`config.mk`:
```
export PLATFORM = sky130hd
export DESIGN_NAME = host_port
export DESIGN_NICKNAME = d
export VERILOG_FILES = /design/src/host_port_pkg.sv /design/src/pin_sync.sv /design/src/host_port.sv
export SDC_FILE = /design/constraint.sdc
export NUM_CORES = 1
export LEC_CHECK = 0
export BUFFER_PORTS_ARGS = -buffer_cell sky130_fd_sc_hd__buf_2
export CORE_MARGIN = 3
export CORE_UTILIZATION = 55
export DETAILED_ROUTE_END_ITERATION = 8
export GPL_TIMING_DRIVEN = 0
export PLACE_DENSITY = 0.83
export SYNTH_ARGS = -nofsm -noshare
export SYNTH_HDL_FRONTEND = slang
export SYNTH_HIERARCHICAL = 1
export SYNTH_SLANG_ARGS = --single-unit
```
`constraint.sdc`:
```
create_clock -name clk_i -period 2.6 [get_ports clk_i]
set_input_delay 0.13 -clock clk_i [delete_from_list [all_inputs] [get_ports clk_i]]
set_output_delay 0.13 -clock clk_i [all_outputs]
set_load 0.005 [all_outputs]
```
`src/host_port_pkg.sv`:
```
package host_port_pkg;

   // Address map of the 64K window
   localparam logic [15:0] BUFFER_BASE = 16'h0000;
   localparam logic [15:0] BUFFER_LAST = 16'h9fff;
   localparam logic [15:0] REG_BASE = 16'hffe0;
   localparam int REG_WORDS = 16;

   // Register indices and fields
   localparam logic [3:0] PANEL_CTRL_REG = 4'h0;
   localparam int PANEL_ON_BIT = 0;
   localparam logic [3:0] STRAP_STATUS_REG = 4'h1;
   localparam logic [15:0] REG_RESET = 16'h0000;

   // Cycles from reset release until the strap synchronisers have settled
   localparam logic [2:0] STRAP_SETTLE_CYCLES = 3'h4;

   // Pins idle high
   localparam logic [35:0] HOST_PINS_IDLE = 36'hfffffffff;
   localparam logic [5:0] STRAP_PINS_IDLE = 6'h3f;

   typedef struct packed {
      logic cs_n;
      logic rd_n;
      logic lower_write_enable_n;
      logic upper_lane_enable_n;
      logic [15:0] addr;
      logic [15:0] data;
   } host_pins_t;

   typedef struct packed {
      logic panel_power_polarity_strap;
      logic byte_order_strap;
      logic strap_two;
      logic strap_one;
      logic strap_zero;
      logic bus_status_strap_n;
   } strap_pins_t;

   typedef enum logic [1:0] {
      ST_IDLE = 2'b00,
      ST_ARB = 2'b01,
      ST_XFER = 2'b10,
      ST_DONE = 2'b11
   } port_state_t;

endpackage

```
`src/pin_sync.sv`:
```
`timescale 1ns/10ps
`default_nettype none
module pin_sync #(
   parameter int WIDTH = 1,
   parameter logic [WIDTH-1:0] RESET_VAL = '1
) (
   // Clock and reset
   input wire logic clk_i,
   input wire logic resetn_i,
   // Pins and settled value
   input wire logic [WIDTH-1:0] pin_i,
   output logic [WIDTH-1:0] value_o
);
   logic [WIDTH-1:0] s1_q, s2_q, s3_q, val_q, val_d;

   // A bit changes once the second and third stages agree
   genvar b;
   generate
      for (b = 0; b < WIDTH; b++) begin : g_bit
         always_comb begin
            val_d[b] = (s2_q[b] == s3_q[b]) ? s3_q[b] : val_q[b];
         end
      end
   endgenerate

   always_ff @(posedge clk_i or negedge resetn_i) begin
      if (!resetn_i) begin
         s1_q <= RESET_VAL;
         s2_q <= RESET_VAL;
         s3_q <= RESET_VAL;
         val_q <= RESET_VAL;
      end else begin
         s1_q <= pin_i;
         s2_q <= s1_q;
         s3_q <= s2_q;
         val_q <= val_d;
      end
   end

   assign value_o = val_q;
endmodule
`default_nettype wire

```
`src/host_port.sv`:
```
// Function
// - Wait line low until data ready/taken
// - Stall host while refresh owns resource
// - Straps latched once settled, five cycles after reset release
// - Strap three selects byte order
// - Strap four sets panel power polarity
// - Straps zero to two and bus status strap all high select generic 16-bit mode
// - Display buffer at window offset zero
// - Registers decode from offset FFE0h upward
`timescale 1ns/10ps
`default_nettype none
module host_port
   import host_port_pkg::*;
(
   // Clock and reset
   input wire logic clk_i,
   input wire logic resetn_i,
   // Host pins
   input wire logic cs_n_i,
   input wire logic rd_n_i,
   input wire logic lower_write_enable_n_i,
   input wire logic upper_lane_enable_n_i,
   input wire logic [15:0] addr_i,
   input wire logic [15:0] data_i,
   output logic [15:0] data_o,
   output logic data_oe_o,
   output logic wait_n_o,
   // Straps
   input wire logic [5:0] straps_i,
   // Display buffer port and refresh contention
   input wire logic refresh_busy_i,
   output logic mem_req_o,
   output logic mem_we_o,
   output logic [14:0] mem_addr_o,
   output logic [15:0] mem_wdata_o,
   output logic [1:0] mem_be_o,
   input wire logic [15:0] mem_rdata_i,
   input wire logic mem_ack_i,
   // Configuration and panel
   output logic byte_order_o,
   output logic generic_mode_o,
   output logic panel_power_control_o
);
   host_pins_t pins;
   strap_pins_t strap_pins;
   pin_sync #(.WIDTH(36), .RESET_VAL(HOST_PINS_IDLE)) u_host_sync (
      .clk_i(clk_i),
      .resetn_i(resetn_i),
      .pin_i({cs_n_i, rd_n_i, lower_write_enable_n_i, upper_lane_enable_n_i, addr_i, data_i}),
      .value_o(pins)
   );
   pin_sync #(.WIDTH(6), .RESET_VAL(STRAP_PINS_IDLE)) u_strap_sync (
      .clk_i(clk_i),
      .resetn_i(resetn_i),
      .pin_i(straps_i),
      .value_o(strap_pins)
   );
   // Strap capture, once the synchroniser holds the strap levels
   logic [2:0] settle_q, settle_d;
   logic latched_q, latched_d;
   strap_pins_t straps_q, straps_d;
   logic mode_ok;
   always_comb begin
      settle_d = settle_q;
      latched_d = latched_q;
      straps_d = straps_q;
      if (!latched_q) begin
         if (settle_q == STRAP_SETTLE_CYCLES) begin
            latched_d = 1'b1;
            straps_d = strap_pins;
         end else begin
            settle_d = settle_q + 3'h1;
         end
      end
   end
   always_ff @(posedge clk_i or negedge resetn_i) begin
      if (!resetn_i) begin
         settle_q <= 3'h0;
         latched_q <= 1'b0;
         straps_q <= STRAP_PINS_IDLE;
      end else begin
         settle_q <= settle_d;
         latched_q <= latched_d;
         straps_q <= straps_d;
      end
   end
   assign mode_ok = latched_q & straps_q.strap_two & straps_q.strap_one &
                    straps_q.strap_zero & straps_q.bus_status_strap_n;
   // Access sequencer
   port_state_t state_q, state_d;
   logic wait_n_q, wait_n_d, oe_q, oe_d, is_rd_q, is_rd_d;
   logic [15:0] addr_q, addr_d, wdata_q, wdata_d, rdata_q, rdata_d;
   logic [1:0] be_q, be_d;
   logic mem_req_q, mem_req_d, mem_we_q, mem_we_d, mode_q;
   logic start, swap, in_buf, in_reg, reg_wr;
   logic [15:0] host_wdata, reg_rdata;
   logic [1:0] host_be;
   logic [15:0] regs_q [REG_WORDS];
   logic [15:0] regs_d [REG_WORDS];
   assign swap = straps_q.byte_order_strap;
   assign start = !pins.cs_n && (!pins.rd_n || !pins.lower_write_enable_n);
   // lane enables from address bit zero and upper enable
   assign host_be = {~pins.upper_lane_enable_n, ~pins.addr[0]};
   assign host_wdata = swap ? {pins.data[7:0], pins.data[15:8]} : pins.data;
   assign in_buf = (addr_q >= BUFFER_BASE) && (addr_q <= BUFFER_LAST);
   assign in_reg = addr_q >= REG_BASE;
   assign reg_wr = (state_q == ST_ARB) && !refresh_busy_i && in_reg && !is_rd_q;
   assign reg_rdata = (addr_q[4:1] == STRAP_STATUS_REG) ? {10'h000, straps_q} :
                      regs_q[addr_q[4:1]];
   always_comb begin
      state_d = state_q;
      wait_n_d = wait_n_q;
      oe_d = oe_q;
      is_rd_d = is_rd_q;
      addr_d = addr_q;
      wdata_d = wdata_q;
      rdata_d = rdata_q;
      be_d = be_q;
      mem_req_d = mem_req_q;
      unique case (state_q)
         ST_IDLE: begin
            if (mode_ok && start) begin
               wait_n_d = 1'b0;
               is_rd_d = !pins.rd_n;
               addr_d = pins.addr;
               wdata_d = host_wdata;
               be_d = swap ? {host_be[0], host_be[1]} : host_be;
               state_d = ST_ARB;
            end
         end
         ST_ARB: begin
            if (!refresh_busy_i) begin
               if (in_buf) begin
                  mem_req_d = 1'b1;
                  state_d = ST_XFER;
               end else begin
                  rdata_d = in_reg ? reg_rdata : 16'h0000;
                  state_d = ST_DONE;
               end
            end
         end
         ST_XFER: begin
            if (mem_ack_i) begin
               mem_req_d = 1'b0;
               rdata_d = mem_rdata_i;
               state_d = ST_DONE;
            end
         end
         ST_DONE: begin
            wait_n_d = 1'b1;
            oe_d = is_rd_q && !pins.cs_n && !pins.rd_n;
            if (pins.cs_n || (pins.rd_n && pins.lower_write_enable_n)) begin
               oe_d = 1'b0;
               state_d = ST_IDLE;
            end
         end
      endcase
      mem_we_d = !is_rd_d;
   end
   always_ff @(posedge clk_i or negedge resetn_i) begin
      if (!resetn_i) begin
         state_q <= ST_IDLE;
         mode_q <= 1'b0;
         mem_we_q <= 1'b1;
         wait_n_q <= 1'b1;
         oe_q <= 1'b0;
         is_rd_q <= 1'b0;
         addr_q <= 16'h0000;
         wdata_q <= 16'h0000;
         rdata_q <= 16'h0000;
         be_q <= 2'h0;
         mem_req_q <= 1'b0;
      end else begin
         state_q <= state_d;
         wait_n_q <= wait_n_d;
         oe_q <= oe_d;
         is_rd_q <= is_rd_d;
         addr_q <= addr_d;
         wdata_q <= wdata_d;
         rdata_q <= rdata_d;
         be_q <= be_d;
         mem_req_q <= mem_req_d;
         mode_q <= mode_ok;
         mem_we_q <= mem_we_d;
      end
   end
   // Register set, strap status word is read only
   genvar r;
   generate
      for (r = 0; r < REG_WORDS; r++) begin : g_reg
         always_comb begin
            regs_d[r] = regs_q[r];
            if (reg_wr && (addr_q[4:1] == 4'(r)) && (4'(r) != STRAP_STATUS_REG)) begin
               if (be_q[1]) regs_d[r][15:8] = wdata_q[15:8];
               if (be_q[0]) regs_d[r][7:0] = wdata_q[7:0];
            end
         end
         always_ff @(posedge clk_i or negedge resetn_i) begin
            if (!resetn_i) begin
               regs_q[r] <= REG_RESET;
            end else begin
               regs_q[r] <= regs_d[r];
            end
         end
      end
   endgenerate
   // Output stage
   logic [15:0] data_out_d, data_out_q;
   logic panel_d, panel_q;
   logic panel_on;
   assign panel_on = regs_q[PANEL_CTRL_REG][PANEL_ON_BIT];
   always_comb begin
      data_out_d = swap ? {rdata_q[7:0], rdata_q[15:8]} : rdata_q;
      panel_d = straps_q.panel_power_polarity_strap ? panel_on : ~panel_on;
   end
   always_ff @(posedge clk_i or negedge resetn_i) begin
      if (!resetn_i) begin
         data_out_q <= 16'h0000;
         panel_q <= 1'b0;
      end else begin
         data_out_q <= data_out_d;
         panel_q <= panel_d;
      end
   end
   assign data_o = data_out_q;
   assign data_oe_o = oe_q;
   assign wait_n_o = wait_n_q;
   assign mem_req_o = mem_req_q;
   assign mem_we_o = mem_we_q;
   assign mem_addr_o = addr_q[15:1];
   assign mem_wdata_o = wdata_q;
   assign mem_be_o = be_q;
   assign byte_order_o = straps_q.byte_order_strap;
   assign generic_mode_o = mode_q;
   assign panel_power_control_o = panel_q;
endmodule
`default_nettype wire

```
==> results of run 1 <==
## metal layers
metal  GRT usage  part of all wire  vias up
met3      0.0616             0.082      161
met4      0.0903             0.040        0
met5           0                 0        -
li1            -                 -     5147
met2       0.408              0.48      588
met1       0.342              0.40     6403
## registers in the layout (all words and copies together), names as in the netlist, 2 cells and up
signal                flops
state_q                   2
u_strap_sync/s3_q         6
u_host_sync/s1_q         36
rdata_q                  16
u_host_sync/s3_q         36
u_host_sync/value_o      36
straps_q                  5
u_strap_sync/s1_q         6
u_strap_sync/s2_q         6
addr_q                   15
mem_be_o                  2
data_o                   16
settle_q                  3
mem_wdata_o              16
u_host_sync/s2_q         36
regs_q                  239
u_strap_sync/value_o      6
## layout make-up
type | count | area [um^2]
sequential | 492 | 12500
fill | 2172 | 10800
multi-input combinational | 705 | 7080
timing repair buffer | 220 | 1910
clock buffer | 71 | 1490
tap | 455 | 569
buffer | 72 | 385
clock inverter | 19 | 161
inverter | 10 | 37.5
## report_power, final
part	switching (mW)	total (mW)	internal (mW)
logic	1.66	2.79	1.13
clock network	2.95	7.16	4.20
registers	0.416	8.75	8.33
## timing repair
| action | in CTS | in global routing |
|---|---|---|
| gates cloned | 0 | 0 |
| pin swaps | 28 | 10 |
| hold buffers | 60 | 0 |
| hold endpoints to repair | 255 | 0 |
| resized for setup | 63 | 29 |
| endpoints found under the setup margin | 257 | 252 |
| buffers inserted | 34 | 5 |
## logic make-up (layout without fill, tap and decap cells)
family	Yosys count	after routing	synth area share
compound gates	112	112	0.0383
xor+xnor	3	3	0.00133
fa+ha+maj	49	49	0.0284
buf+inv	83	392	0.0194
flops	492	492	0.635
mux	370	370	0.230
simple gates	171	171	0.0469
## cells in the final DEF, fill, tap and decap left out, drive strengths merged, types with 3 or more instances in the layout
master,count
clkbuf,116
a31oi,5
o21ai,46
o31ai,5
nor2b,13
mux4,38
inv,13
nor3,11
maj3,42
dfstp,176
nor4,4
mux2,293
mux2i,39
dlygate4sd3,60
o41ai,4
clkinv,14
xnor2,3
nand2,58
nand2b,4
buf,187
and2,4
a211oi,7
a221oi,22
a21boi,3
nand3,8
ha,7
dfrtp,316
a22oi,8
a21oi,4
nor2,62
## worst max-delay path by stage
stage / startpoint / end / slack, ns / cells after the start
finish: addr_q[14] / regs_q[178] / 0.06 / 6
global route: addr_q[1] / rdata_q[9] / -0.02 / 8
CTS: state_q[0] / rdata_q[14] / 0.004 / 10
detailed placement: addr_q[2] / rdata_q[3] / -0.79 / 6
global placement: resetn_i / addr_q[12] / -7.83 / 1
floorplan: state_q[1] / regs_q[72] / 0.09 / 7
## per-stage QoR
| stage | hold WS, ns | utilization |
|---|---|---|
| global route | 0.201 | 0.691 |
| global placement | 0.235 | 0.597 |
| floorplan | -0.166 | - |
| CTS | 0.178 | 0.687 |
| detailed placement | 0.209 | 0.601 |
| finish | 0.201 | 0.691 |
==> run metrics, run 1 <==
Remaining DRCs=0; number of I/O pins=118; Crit-path slowest cell=nand2_1; CP required=3.04 ns; Setup CP Type=flop to flop; RR Startpoint=addr_q[14]; number of synthesized register bits=492; f_max=394 MHz; largest net degree at the start of global routing=129; drt first-iter violations=1153; final instance area=24200 um^2; Seq/Total Area, Yosys=0.635; via count=12.3k; Port Buffer Count=117; Core Area=35000 um^2; outcome=finished clean; CP top delay family=simple AND/OR/NAND/NOR gates; die height=195 um; TritonRoute pass-1 iters=6; Final #Nets=1618; r2r setup slk=0.06 ns; ANT cells=0; pwr/cell area=773 nW/um^2; max_cap viols=0; RR Endpoint=regs_q[178]; num rows=68; share of cells above drive strength 1=0.562; crit-path max cell delay=0.61 ns; gr usage total=0.254; worst ir drop on vdd=700 uV; P_leak=10.9 nW; CTS buffer count=48; Hold Path Class=input port to flop; post-DP HPWL=30400 um; vias per cell=6.02; RD Place Congestion=0.882; area delta synth->final=22.5%; final wirelength=49300 um; Final Hold Fails=0; Slew headroom=0.302; vias in the first global route=13.2k; Post-synth top cells=316 x dfrtp_1, 291 x mux2_2, 176 x dfstp_2; Syn Nets=1349; min-delay src=data_i[15]; most area-hungry cell type in the Yosys netlist=dfrtp_1; Worst Path Max Fanout=8; asr flop ratio synth=1.00; area share of the largest cell type after synthesis=0.401; Area after DPL=21000 um^2; Ys Warns=6; startpoint types=flop; maximum root-to-sink buffer count=3; Setup Viol. Count Final=0; Die X=195 um; crit-path cells=and4_1 > clkbuf_1 > nand2_1 > nor2_4 > buf_4 > mux2_2; CP arrival=2.98 ns; Worst Skew=0.0269 ns; hold endpoint=u_host_sync/s1_q[15]; Placed Cells=1856; leading cell types by total area after synthesis=dfrtp_1 40%, dfstp_2 23%, mux2_2 17%; most common cell in the netlist=dfrtp_1; Root Buffer=clkbuf_16; worst-margin pin slew=1.05 ns; Initial Utilization=0.564; TritonCTS clock tree=yes; EDFF count, synth=0; Worst Reg-to-Reg Cells=6; Die ar.=38200 um^2; global-route wire length before repair=76000 um; clock slew at reported path FFs=0.07 ns; Final Max Slew Viols=0; clock latency on the worst-skew pair=0.57 ns; Period minus WS final=2.54 ns; Fin Setup TNS=0 ns; GR Overflow Total=0; Top FF cell, synth=dfrtp_1; Buf+Inv Stages, Crit Path=2; Final ANT Viol Nets=0; WL per Instance=24.1 um; H-tree Lvls=2; Mapped Area=19700 um^2; Synth Instances=1280; setup ws final=0.0604 ns; Synth cell types=47; Final Power=18.7 mW; Final period util=0.977; Worst setup EP type=flop; clk sink count=492; syn_area_per_cell=15.4 um^2; hold path cells=2; Placement Setup Slack=-0.790 ns; initial antenna violation count=0; Non-Filler Instances=2044
No activity file was read; power rests on OpenSTA's default activity.
==> run 2: changes to the inputs <==
- CORE_UTILIZATION: 55 -> 40
- PLACE_DENSITY: 0.83 -> 0.65
==> run metrics, run 2 (synthesis gave the netlist of run 1 again) <==
outcome=finished clean; WL per Instance=21.4 um (-11%); Crit-path slowest cell=or3b_4; clock latency on the worst-skew pair=0.60 ns (+0.03 ns); Filler cells=4024 (+85%); Root Buffer=clkbuf_16; Die ar.=52000 um^2 (+36%); f_max=390 MHz (-0.92%); Worst Reg-to-Reg Cells=9 (+3); TritonRoute pass-1 iters=4 (-2); Worst setup EP type=flop; Initial Utilization=0.409 (-0.155); largest net degree at the start of global routing=126 (-2.3%); commonest non-fill, non-tap cell in the layout=dfrtp_1; most frequent cells in the layout=316 x dfrtp_1, 289 x mux2_2, 176 x dfstp_2; Die X=228 um (+17%); drt first-iter violations=835 (-28%); maximum root-to-sink buffer count=3 (unchanged); Final #Nets=1625 (+0.43%); Port Buffer Count=117 (unchanged); share of cells above drive strength 1=0.563 (+0.000785); Slew headroom=0.336 (+0.0335); RR Endpoint=regs_q[3]; Final Max Slew Viols=0 (unchanged); worst-margin pin slew=0.996 ns (-0.0503 ns); final wirelength=48300 um (-2.0%); clk sink count=492 (unchanged); initial antenna violation count=1 (+1); RR Startpoint=state_q[1]; H-tree Lvls=2 (unchanged); crit-path cells=inv_2 > ha_4 > or3b_4 > nor4_4 > buf_6 > nand3_4 > nor2_4 > buf_12 > mux2_2; post-DP HPWL=32300 um (+6.2%); Worst Skew=0.0158 ns (-0.0111 ns); clock slew at reported path FFs=0.06 ns (about the same); Reg area=12500 um^2 (about the same); DR WL met2=22200 um (-6.0%); vias in the first global route=12.6k (-4.2%); die height=228 um (+17%); met3 WL=2880 um (-29%); post-layout util=0.512 (-0.180); Remaining DRCs=0 (unchanged); via count=11.7k (-4.8%); global-route wire length before repair=75500 um (-0.57%); pwr/cell area=780 nW/um^2 (+0.89%); Hold Path Class=input port to async pin; top sig layer=met4; TritonCTS clock tree=yes; worst ir drop on vdd=550 uV (-21%); area delta synth->final=25.1%; P_leak=11.0 nW (+1.1%); routed length on met1=21600 um (+9.7%); area occupied by multi-input gates=7090 um^2 (about the same); CP required=3.08 ns (+0.04 ns); Worst Path Max Fanout=7 (-1); Area after DPL=21300 um^2 (+1.2%); vias per cell=5.19 (-14%); Core Area=48200 um^2 (+38%); number of I/O pins=118 (unchanged); Final ANT Viol Nets=0 (unchanged); RD Place Congestion=0.827 (-6.2%); Setup Viol. Count Final=0 (unchanged); Setup CP Type=flop to flop; num rows=80 (+18%); crit-path max cell delay=0.43 ns (-0.18 ns); r2r setup slk=0.04 ns (-0.02 ns); CTS buffer count=53 (+10%); GR Overflow Total=0 (unchanged); CP arrival=3.04 ns (+0.06 ns); final instance area=24700 um^2 (+2.1%); gr usage total=0.186 (-0.0677); max FFs per register=239 (unchanged); Biggest register=regs_q; Period minus WS final=2.56 ns (+0.0235 ns); Final period util=0.986 (+0.00905); startpoint types=flop; Final Hold Fails=0 (unchanged); max_cap viols=0 (unchanged)
[run 2: worst max path at each step]
stage               startpoint    endpoint  slack, ns  depth (start not counted)
finish              state_q[1]   regs_q[3]       0.04                          9
global route        state_q[1]   regs_q[3]     -0.007                          9
CTS                  addr_q[1]  rdata_q[3]       0.02                          8
detailed placement   addr_q[2]  rdata_q[0]      -0.92                          6
global placement      resetn_i   data_oe_o      -8.07                          1
floorplan           state_q[1]  regs_q[72]       0.09                          7
[run 2: layer usage]
layer / GRT usage / vias up
met5: 0 / -
met4: 0.0728 / 0
met3: 0.0366 / 99
met2: 0.288 / 315
met1: 0.260 / 6147
li1: - / 5147
[run 2: what timing repair did]
action	CTS	global route
pin swaps	32	4
setup endpoints to repair	258	230
resized for setup	67	23
hold buffers	60	0
buffers inserted	39	2
hold endpoints to repair	131	0
[run 2: stage by stage]
| step | setup TNS (ns) | total power [mW] | setup slack (ns) | hold slack [ns] | cells |
|---|---|---|---|---|---|
| 3_5_place_dp | -115.47 | 11.4 | -0.923 | 0.165 | 2057 |
| 6_report | 0 | 19.3 | 0.0369 | 0.123 | 2258 |
| 4_1_cts | 0 | 19.4 | 0.0217 | 0.118 | 2255 |
| 2_1_floorplan | 0 | 10.2 | 0.0894 | -0.166 | 1280 |
| 3_3_place_gp | -3511.40 | 11.3 | -8.07 | 0.235 | 2053 |
| 5_1_grt | -0.0128 | 20.1 | -0.00677 | 0.159 | 2258 |
[run 2: layout make-up]
cell class / count / share of cell area
antenna: 1 / 0.000101
buffer: 72 / 0.0162
clock buffer: 84 / 0.0688
clock inverter: 16 / 0.00583
inverter: 10 / 0.00152
multi-input combinational: 705 / 0.287
sequential: 492 / 0.508
tap: 656 / 0.0333
timing repair buffer: 222 / 0.0794
[run 2: worst max-delay path: cells and delay by family (launching register included)]
family,cells,cell delay (ns)
adder cells (fa/ha/maj),1,0.17
buffers and inverters,3,0.45
flip-flops,1,0.41
multiplexers,1,0.33
AND/OR/NAND/NOR,4,1.05
[run 2: power by group]
group	switching [mW]	total (mW)	internal, mW
registers	0.405	8.73	8.33
clock network	3.12	7.72	4.60
logic	1.64	2.80	1.15
